==> src/include/wb_ctrl_pkg.sv <==
// Constants and types for the writeback buffer control block.
// Assumes a single system clock with a synchronous active-high reset.
//
// Operation
// - On a replacement writeback the line-select output names the line to load into the buffer.
// - On a snoop writeback the line-select output flags a snoop hit to a line already buffered.
// - The writeback-kind output tells a replacement writeback from a snoop writeback.
// - A buffer load is the load strobe qualified by line-select and writeback-kind together.
// - The array-write strobe governs array writes.
// - A write-ordering configuration input selects strong or weak write ordering.
// - In strong ordering, writes leave for memory in the order the processor delivered them.
// - Line-select, kind and load pins carry the sector and line-ratio straps during reset.
// - Glitch-free outputs hold a valid level from the end of reset, with no spurious edges.
// - Memory strobe and select outputs are glitch free in both ordering modes.
package wb_ctrl_pkg;

  localparam logic KIND_REPLACE = 1'b0;
  localparam logic KIND_SNOOP = 1'b1;
  localparam logic STROBE_IDLE_N = 1'b1;
  localparam logic STROBE_ACT_N = 1'b0;
  localparam int WQ_DEPTH_DEF = 4;
  localparam int WQ_WIDTH_DEF = 32;

  typedef enum logic [1:0] {
    WB_IDLE,
    WB_LOAD,
    WB_DONE
  } wb_state_t;

endpackage : wb_ctrl_pkg

==> src/include/wq_if.sv <==
// Interface between the controller and its write-ordering queue.
// Assumes both ends run on the same clock.
`timescale 1ns/100ps
interface wq_if #(parameter int WIDTH = 32);
  logic push;
  logic [WIDTH-1:0] push_data;
  logic full;
  logic pop;
  logic [WIDTH-1:0] pop_data;
  logic empty;
  modport ctrl (output push, output push_data, input full, output pop, input pop_data,
    input empty);
  modport queue (input push, input push_data, output full, input pop, output pop_data,
    output empty);
endinterface : wq_if

==> src/rtl/write_order_queue.sv <==
// In-order posted-write queue.
// Assumes push is never raised while full nor pop while empty.
`timescale 1ns/100ps
module write_order_queue
  import wb_ctrl_pkg::*;
#(
  parameter int WIDTH = WQ_WIDTH_DEF,
  parameter int DEPTH = WQ_DEPTH_DEF
) (
  // Clock and reset.
  input wire logic sys_clk,
  input wire logic sys_rst,
  // Queue port.
  wq_if.queue q
);
  localparam int AW = $clog2(DEPTH);
  logic [WIDTH-1:0] mem [DEPTH];
  logic [AW-1:0] wr_ff, nxt_wr, rd_ff, nxt_rd;
  logic [AW:0] cnt_ff, nxt_cnt;

  // ==========================================================
  // Pointers
  always_comb begin
    nxt_wr = wr_ff;
    nxt_rd = rd_ff;
    nxt_cnt = cnt_ff;
    if (q.push) begin
      nxt_wr = (wr_ff == AW'(DEPTH - 1)) ? '0 : wr_ff + 1'b1;
    end
    if (q.pop) begin
      nxt_rd = (rd_ff == AW'(DEPTH - 1)) ? '0 : rd_ff + 1'b1;
    end
    if (q.push && !q.pop) begin
      nxt_cnt = cnt_ff + 1'b1;
    end else if (q.pop && !q.push) begin
      nxt_cnt = cnt_ff - 1'b1;
    end
  end

  always_ff @(posedge sys_clk) begin
    if (sys_rst) begin
      wr_ff <= '0;
      rd_ff <= '0;
      cnt_ff <= '0;
    end else begin
      wr_ff <= nxt_wr;
      rd_ff <= nxt_rd;
      cnt_ff <= nxt_cnt;
    end
  end

  always_ff @(posedge sys_clk) begin
    if (q.push) begin
      mem[wr_ff] <= q.push_data;
    end
  end

  assign q.pop_data = mem[rd_ff];
  assign q.full = (cnt_ff == (AW + 1)'(DEPTH));
  assign q.empty = (cnt_ff == '0);
endmodule : write_order_queue

==> src/rtl/writeback_buffer_control.sv <==
// Writeback buffer and array-write strobe control toward the cache data SRAMs.
// Assumes requests come from same-clock logic; strap inputs come from pins.
`timescale 1ns/100ps
module writeback_buffer_control
  import wb_ctrl_pkg::*;
#(
  parameter int WIDTH = WQ_WIDTH_DEF,
  parameter int DEPTH = WQ_DEPTH_DEF
) (
  // Clock and reset.
  input wire logic sys_clk,
  input wire logic sys_rst,
  // Strap values driven on the shared pins while reset is held.
  input wire logic sector_cfg_n,
  input wire logic line_ratio_cfg0,
  input wire logic line_ratio_cfg1,
  // Write-ordering configuration pin, sampled at reset release.
  input wire logic write_order_cfg_n,
  // Writeback requests.
  input wire logic wb_req,
  input wire logic wb_snoop,
  input wire logic wb_line,
  output logic wb_busy,
  // Array write requests.
  input wire logic arr_wr_req,
  // Posted writes from the processor side.
  input wire logic pw_valid,
  input wire logic [WIDTH-1:0] pw_data,
  output logic pw_ready,
  // Posted writes toward memory.
  output logic mw_valid,
  output logic [WIDTH-1:0] mw_data,
  input wire logic mw_ready,
  output logic strong_order,
  // SRAM side.
  output logic writeback_line_select,
  output logic writeback_kind,
  output logic wb_buffer_load_n,
  output logic array_write_n
);
  // Posted writes wait here in strong ordering mode only; weak mode never pushes.
  wq_if #(.WIDTH(WIDTH)) q ();

  write_order_queue #(.WIDTH(WIDTH), .DEPTH(DEPTH)) u_queue (
    .sys_clk(sys_clk),
    .sys_rst(sys_rst),
    .q(q)
  );

  // ==========================================================
  // Pin synchronisers
  // The straps and the ordering pin come from outside the clock domain, so each one passes
  // two flops before the sequencer or the mode capture reads it.
  localparam int PIN_N = 4;
  localparam int PIN_ORDER = 3;
  localparam int PIN_SECTOR = 2;
  localparam int PIN_RATIO0 = 1;
  localparam int PIN_RATIO1 = 0;

  logic [PIN_N-1:0] pin_raw;
  logic [PIN_N-1:0] pin_s1_ff, nxt_pin_s1;
  logic [PIN_N-1:0] pin_s2_ff, nxt_pin_s2;
  logic rst_d_ff, nxt_rst_d;

  assign pin_raw = {write_order_cfg_n, sector_cfg_n, line_ratio_cfg0, line_ratio_cfg1};

  always_comb begin
    nxt_pin_s1 = pin_raw;
    nxt_pin_s2 = pin_s1_ff;
    nxt_rst_d = sys_rst;
  end

  always_ff @(posedge sys_clk) begin
    pin_s1_ff <= nxt_pin_s1;
    pin_s2_ff <= nxt_pin_s2;
    rst_d_ff <= nxt_rst_d;
  end

  // ==========================================================
  // Ordering mode, caught at reset release
  // The mode is taken once, on the first edge after reset falls, and then held until the
  // next reset: switching it with writes in flight could let a later write overtake.
  // No reset on the mode flop: it only counts once reset has been released.
  logic strong_ff, nxt_strong;
  logic rst_fall;

  assign rst_fall = rst_d_ff && !sys_rst;

  always_comb begin
    nxt_strong = strong_ff;
    if (rst_fall) begin
      nxt_strong = pin_s2_ff[PIN_ORDER];
    end
  end

  always_ff @(posedge sys_clk) begin
    strong_ff <= nxt_strong;
  end

  // ==========================================================
  // Writeback sequencer
  // Select and kind are set one cycle ahead of the load strobe, so both qualifiers are
  // already steady on the edge at which the SRAMs load the buffer.
  wb_state_t st_ff, nxt_st;
  logic sel_ff, nxt_sel;
  logic kind_ff, nxt_kind;
  logic load_n_ff, nxt_load_n;
  logic arr_n_ff, nxt_arr_n;
  logic busy_ff, nxt_busy;

  always_comb begin
    nxt_st = st_ff;
    nxt_sel = sel_ff;
    nxt_kind = kind_ff;
    nxt_load_n = STROBE_IDLE_N;
    nxt_busy = busy_ff;
    nxt_arr_n = arr_wr_req ? STROBE_ACT_N : STROBE_IDLE_N;
    case (st_ff)
      WB_IDLE: begin
        if (wb_req) begin
          nxt_sel = wb_snoop ? 1'b1 : wb_line;
          nxt_kind = wb_snoop ? KIND_SNOOP : KIND_REPLACE;
          nxt_busy = 1'b1;
          nxt_st = WB_LOAD;
        end
      end
      WB_LOAD: begin
        nxt_load_n = STROBE_ACT_N;
        nxt_st = WB_DONE;
      end
      WB_DONE: begin
        nxt_busy = 1'b0;
        nxt_st = WB_IDLE;
      end
      default: begin
        nxt_st = WB_IDLE;
      end
    endcase
  end

  // Straps are driven while reset is held; all outputs then come from flops.
  always_ff @(posedge sys_clk) begin
    if (sys_rst) begin
      st_ff <= WB_IDLE;
      busy_ff <= 1'b0;
      arr_n_ff <= STROBE_IDLE_N;
      sel_ff <= pin_s2_ff[PIN_SECTOR];
      kind_ff <= pin_s2_ff[PIN_RATIO0];
      load_n_ff <= pin_s2_ff[PIN_RATIO1];
    end else begin
      st_ff <= nxt_st;
      busy_ff <= nxt_busy;
      arr_n_ff <= nxt_arr_n;
      sel_ff <= nxt_sel;
      kind_ff <= nxt_kind;
      load_n_ff <= nxt_load_n;
    end
  end

  // ==========================================================
  // Write ordering path
  // Strong mode sends every posted write through the queue; weak mode hands it straight to
  // the memory register, which keeps the arrival order as well.
  logic mv_ff, nxt_mv, pr_ff, nxt_pr;
  logic [WIDTH-1:0] md_ff, nxt_md;
  logic take;

  assign take = pw_valid && pr_ff;
  assign q.push = take && strong_ff;
  assign q.push_data = pw_data;
  assign q.pop = strong_ff && !q.empty && (!mv_ff || mw_ready);

  always_comb begin
    nxt_mv = mv_ff;
    nxt_md = md_ff;
    // A word leaves the output register on the edge that sees mw_ready; a popped word may
    // refill it on that same edge, a bypassed word only when it was already empty.
    if (mv_ff && mw_ready) begin
      nxt_mv = 1'b0;
    end
    if (q.pop) begin
      nxt_mv = 1'b1;
      nxt_md = q.pop_data;
    end else if (!strong_ff && take) begin
      nxt_mv = 1'b1;
      nxt_md = pw_data;
    end
    // A registered ready must promise room in the next cycle, so in strong mode it never
    // follows a push, and in weak mode it only stands while the output register is empty.
    if (strong_ff) begin
      nxt_pr = !q.full && !q.push;
    end else begin
      nxt_pr = !nxt_mv;
    end
  end

  always_ff @(posedge sys_clk) begin
    if (sys_rst) begin
      mv_ff <= 1'b0;
      md_ff <= '0;
      pr_ff <= 1'b0;
    end else begin
      mv_ff <= nxt_mv;
      md_ff <= nxt_md;
      pr_ff <= nxt_pr;
    end
  end

  // ==========================================================
  // Outputs
  // Each output is a straight copy of a flop, so no decode can glitch a pin.

  assign writeback_line_select = sel_ff;
  assign writeback_kind = kind_ff;
  assign wb_buffer_load_n = load_n_ff;
  assign array_write_n = arr_n_ff;
  assign wb_busy = busy_ff;
  assign mw_valid = mv_ff;
  assign mw_data = md_ff;
  assign pw_ready = pr_ff;
  assign strong_order = strong_ff;
endmodule : writeback_buffer_control

==> config.mk <==
export PLATFORM = sky130hd
export DESIGN_NAME = writeback_buffer_control
export DESIGN_NICKNAME = d
export VERILOG_FILES = /design/src/include/wb_ctrl_pkg.sv /design/src/include/wq_if.sv /design/src/rtl/write_order_queue.sv /design/src/rtl/writeback_buffer_control.sv
export SDC_FILE = /design/constraint.sdc
export NUM_CORES = 1
export LEC_CHECK = 0
export BUFFER_PORTS_ARGS = -buffer_cell sky130_fd_sc_hd__buf_2
export CORE_MARGIN = 3
export CORE_UTILIZATION = 39
export DETAILED_ROUTE_END_ITERATION = 10
export PLACE_DENSITY_LB_ADDON = 0.25
export SLEW_MARGIN = 20
export SYNTH_ARGS = -nofsm -noshare
export SYNTH_HDL_FRONTEND = slang
export SYNTH_SLANG_ARGS = --single-unit
==> constraint.sdc <==
create_clock -name sys_clk -period 2.4 [get_ports sys_clk]
set_input_delay 0.24 -clock sys_clk [delete_from_list [all_inputs] [get_ports sys_clk]]
set_output_delay 0.24 -clock sys_clk [all_outputs]
set_load 0.02 [all_outputs]
; Yosys cells after proc, flatten, opt, wreduce, memory -nomap -nowiden
; Memories as Yosys holds them, arrays and structs flattened. A register that Yosys moved wholly into a read port is not among the register bits.
; Index checks and enable logic that the tools add are counted.
[totals]
ff_bits = 58
ramBits = 128
input_bits = 44
output_inout_bits = 40
elab_cells = 84
n_memories = 1
[mem_list]
columns = name, words, width, read_ports, rd_clocked_by_memory_dff, wr, line_no
row1 = u_queue.mem, 4, 32, 1, 1, 1, write_order_queue.sv:17  ; logic [WIDTH-1:0] mem [DEPTH];
[classes]
n_addsub = 4
n_eq_ne = 6
mux = 29
reduce_logical = 28
[ops]
columns = cell, count
row1 = 32-bit 2-to-1 mux, 2
row2 = 1-bit 2-to-1 mux, 18
row3 = 1-bit logical AND, 10
row4 = 2-bit 2-to-1 mux, 5
row5 = 2-bit nonzero test, 5
row6 = 1-bit zero test, 8
row7 = 2-bit equality test (second input constant), 3
row8 = 3-bit 2-to-1 mux, 2
row9 = 2-bit by 1-bit adder with 2-bit output (second input constant), 2
row10 = 2-bit case mux with 2 select lines, 1
row11 = 2-bit AND reduction, 2
row12 = 3-bit by 1-bit adder with 3-bit output (second input constant), 1
row13 = 3-bit equality test (second input constant), 1
row14 = 3-bit zero test, 1
row15 = 3-bit by 1-bit subtractor with 3-bit output (second input constant), 1
row16 = 2-bit by 1-bit equality test with 1-bit output (second input constant), 1
row17 = 2-bit zero test, 1
row18 = 2-bit inequality test (second input constant), 1
row19 = 1-bit case mux with 2 select lines, 1
row20 = 1-bit logical OR, 1

; Depth between registers and ports, before layout
[logic_depth]
depth_word = 7
mapped_depth = 8
ltp_nobuf = 8

; Cells and area by module
; Synthesis repeated with hierarchy kept, for this count alone.
[hier_totals]
cells_unflattened = 441
hier_area_um2 = 7322.0
[by_module_without_submodules]
columns = module, n_inst, cells_per_inst, area_each_um2, seq_area_each_um2
row1 = write_order_queue, 1, 211, 5098.6, 4023.9
row2 = writeback_buffer_control, 1, 230, 2223.4, 1051.0

; Worst setup path after synthesis
; OpenSTA, ideal clock, no wires.
[synth_timing]
path_kind = reg2reg
startpoint = register strong_ff, in the netlist strong_order
endpoint = register u_queue.cnt_ff[2]
setup_ns = 0.071
arrival_ns = 2.052
required_time_ns = 2.329
setup_slack_ns = 0.277
stages_incl_launch_ff = 9
n_path_buf = 1
period_less_slack_ns = 2.123
cell_sequence = edfxtp_1 and3_1 buf_2 ha_1 inv_1 fa_1 xor2_1 or3_1 a21oi_1
[synth_via]
elab_chain_len = 5
elab_cells_between_ends = 9
classes_between = mux (1) / reduce/logical (8)
[synth_rtl]
columns = item, line_no
row1 = from (decl), writeback_buffer_control.sv:84  ; logic strong_ff, nxt_strong;
row2 = from (signal assigned), writeback_buffer_control.sv:97  ; strong_ff <= nxt_strong;
row3 = 1-bit logical AND (2 in a row), writeback_buffer_control.sv:171  ; assign q.pop = strong_ff && !q.empty && (!mv_ff || mw_ready);
row4 = 1-bit zero test, write_order_queue.sv:33  ; if (q.push && !q.pop) begin
row5 = 1-bit logical AND, write_order_queue.sv:33
row6 = 3-bit 2-to-1 mux / 2-bit nonzero test (equally long branches), -
row7 = to (signal assigned), write_order_queue.sv:48  ; cnt_ff <= nxt_cnt;
row8 = to (decl), write_order_queue.sv:19  ; logic [AW:0] cnt_ff, nxt_cnt;
; Parallel ways exist; a longest one is shown, timed or not.
; A chain may end at the register's enable or synchronous reset.

; Final worst setup path
[layout_timing]
startpoint = register u_queue.cnt_ff[0]
endpoint = register u_queue.cnt_ff[2]
[layout_via]
elab_chain_len = 7
elab_cells_between_ends = 12
classes_between = add/sub (2) / mux (2) / reduce/logical (8)
[layout_rtl]
columns = item
row1 = "parallel branches: the longest is 7 deep, another holds 3-bit by 1-bit subtractor with 3-bit output"
; Several ways; the timed one is not identified. The select of a mux whose other input is x is not followed.

==> results_dict.tcl <==
set metrics [dict create \
    status "completed" \
    die_width_microns 140 \
    final_cell_mix "edfxtp_1, buf_2, dfxtp_1" \
    clkTransAtPathRegs_ns 0.06 \
    rsz0062_at_grt "no" \
    post-route-drc-count 0 \
    grt_pass1_wl_mm 20.9 \
    fmax_ghz 0.444 \
    startpoint_type "flip-flop" \
    finClkSkew_ns 0.00886 \
    post_cts_buffers 0 \
    synth_seq_area_share 0.728 \
    hpwlAfterDp_mm 8.23 \
    setup_viol 0 \
    coreArea_sq_um 17400 \
    initial_utilization 0.400 \
    crit_chain "or3_4, nand3_1, ha_1, inv_1, fa_1, xor2_1, or3_1, a21oi_1" \
    synthCells 368 \
    synth_warnings 0 \
    place_ws_ns 0.151 \
    antenna_found_initial 1 \
    ys_types 39 \
    port_buffers 83 \
    drt-pass1-iter-count 4 \
    slew_headroom 0.622 \
    num_rows 48 \
    crit_path_top_delay_cell "or3_4" \
    insertion_delay_ns 0.43 \
    syn-cell-area_sq_um 6970 \
    grt_pass1_vias 3789 \
    final.setup.tns_ns 0 \
    syn2layout_area_growth_pct 20.6 \
    worst-path-buf-inv 1 \
    dieHeight_microns 140 \
    cts_buffers 17 \
    gp_congestion 0.732 \
    hold_violations 0 \
    arrival_ns 2.60 \
    p_leak_nw 3.11 \
    ant_nets 0 \
    ir_worst_vdd_v 0.000524 \
    final_area_sq_um 8410 \
    cts_tree "yes" \
    nNetsFinal 521 \
    dp_cells 671 \
    period_share 0.938 \
    drive_above_1_share 0.352 \
    grt_max_degree 34 \
    final_cells 708 \
    cts.htree.levels 4 \
    worstPathRequired_ns 2.75 \
    tightest_slew_ns 0.566 \
    syn_nets 419 \
    cp_max_fo 5 \
    post_drt_wl_per_cell_microns 18.8 \
    dpl-instance-area_sq_um 7740 \
    clk_path_buf_depth 2 \
    crit_type "flip-flop to flip-flop" \
    whs_ns 0.0316 \
    grt_util_all_layers 0.143 \
    finalMaxSlewViolations 0 \
    drt_iter0_markers 185 \
    ios 84 \
    timing.final.ws_setup_ns 0.148 \
    ys_seq_elements 188 \
    vias_per_cell 5.11 \
    path_delay_family "simple AND/OR/NAND/NOR gates" \
    clock-root-buffer "clkbuf_16" \
    end_kind "flip-flop" \
    gr-total-overflow 0 \
    drv_cap 0 \
    cpPeakStageDelay_ns 0.41 \
    finalCriticalPeriod_ns 2.25 \
    cts_sinks 188 \
    p_per_area_nw_per_um2 1020 \
    antenna_cells 0 \
    final_common_cell "edfxtp_1" \
    hold_class "input port to flip-flop" \
    vias 3616 \
    wirelength_mm 13.3 \
    avgSynthCellArea_sq_um 19.0 \
    die_area_sq_um 19500 \
]
==> metal layers <==
metal,share of wire,vias up,track usage
met5,0.00098,-,0
met4,0.011,2,0.0474
met3,0.051,13,0.0474
met2,0.50,75,0.238
met1,0.44,1847,0.175
li1,-,1679,-
==> cell usage after synthesis <==
| library cell | n | share of area |
|---|---|---|
| and2_1 | 4 | 0.0036 |
| buf_1 | 1 | 0.00054 |
| mux4_2 | 32 | 0.10 |
| nor2_1 | 7 | 0.0038 |
| nor2b_1 | 2 | 0.0018 |
| o32ai_1 | 1 | 0.0013 |
| a21oi_1 | 4 | 0.0029 |
| fa_1 | 1 | 0.0029 |
| nand2b_1 | 1 | 0.00090 |
| nand4_1 | 2 | 0.0018 |
| buf_6 | 3 | 0.0048 |
| mux2i_1 | 35 | 0.050 |
| nand3_1 | 1 | 0.00072 |
| nor3_1 | 2 | 0.0014 |
| clkbuf_4 | 3 | 0.0032 |
| nand3b_1 | 1 | 0.0011 |
| edfxtp_1 | 131 | 0.56 |
| mux2_1 | 1 | 0.0016 |
| o2bb2ai_1 | 32 | 0.040 |
| o31ai_2 | 1 | 0.0018 |
| a31oi_1 | 1 | 0.00090 |
| o21ai_1 | 1 | 0.00072 |
| or3_1 | 2 | 0.0018 |
| o21ai_0 | 2 | 0.0014 |
| buf_4 | 4 | 0.0043 |
| inv_2 | 3 | 0.0016 |
| a221oi_1 | 1 | 0.0013 |
| and3_1 | 1 | 0.00090 |
| ha_1 | 6 | 0.011 |
| dfxtp_1 | 57 | 0.16 |
| o31ai_1 | 2 | 0.0022 |
| buf_2 | 5 | 0.0036 |
| a211oi_1 | 1 | 0.0011 |
| xor2_1 | 2 | 0.0025 |
| nand2_1 | 4 | 0.0022 |
| inv_1 | 5 | 0.0027 |
| nor3_2 | 1 | 0.0014 |
| nor4_4 | 1 | 0.0030 |
| clkbuf_1 | 4 | 0.0022 |
==> state kept, by name (all words and copies together), names as in the netlist, 2 cells and up, named ones only <==
name and count:
u_queue.wr_ff 2, u_queue.rd_ff 2, pin_s2_ff 4, st_ff 2
u_queue.mem 128, mw_data 32, nxt_pin_s2 4, u_queue.cnt_ff 3
==> logic make-up (layout without fill, tap and decap cells) <==
logic type | Yosys count | after routing | share of synthesized area
xor gates and xnor gates | 2 | 2 | 0.00251
DFF | 188 | 188 | 0.728
muxes | 68 | 68 | 0.155
and+or+nand+nor | 29 | 29 | 0.0244
buffers and inverters | 28 | 143 | 0.0230
AOI/OAI and AO/OA | 46 | 46 | 0.0536
adders and majority gates | 7 | 7 | 0.0136
==> worst register-to-register path: stages (launching register included) <==
cell	delay (ns)
dfxtp_1	0.38
or3_4	0.41
nand3_1	0.13
ha_1	0.20
inv_1	0.06
fa_1	0.37
xor2_1	0.16
or3_1	0.31
a21oi_1	0.16
==> layout make-up <==
class,count,area [sq um]
clock buffer,21,440
clock inverter,11,169
fill,1486,9010
inverter,8,30.0
multi-input combinational,152,1760
sequential,188,5080
tap,225,282
timing repair buffer,103,653
==> final timing paths <==
check,from,to,slack [ns],cells after the start
worst max-delay path,u_queue.cnt_ff[0],u_queue.cnt_ff[2],0.15,8
worst min-delay path,pw_valid,pw_ready,0.03,2
worst max register to register,u_queue.cnt_ff[0],u_queue.cnt_ff[2],0.15,8
worst min register to register,nxt_pin_s2[1],pin_s2_ff[1],0.33,0
==> power by group <==
group | leakage [nW] | total (mW) | switching (mW) | internal, mW
sequential | 1.65 | 3.93 | 0.181 | 3.75
combinational | 1.17 | 1.76 | 0.960 | 0.801
clock | 0.285 | 2.88 | 1.14 | 1.74
total | 3.11 | 8.57 | 2.28 | 6.29
==> metrics by stage <==
stage               power (mW)  utilization
floorplan                 5.23            -
global placement          5.73        0.445
detailed placement        5.78        0.445
CTS                       8.66        0.483
global route              8.98        0.483
finish                    8.57        0.483
==> what timing repair did <==
item                                   4_1_cts  5_1_grt
endpoints found under the hold margin        5        0
hold buffers                                 5        0
setup endpoints to repair                    0        1
resized for setup                            0        1
(Power assumes the default switching activity.)
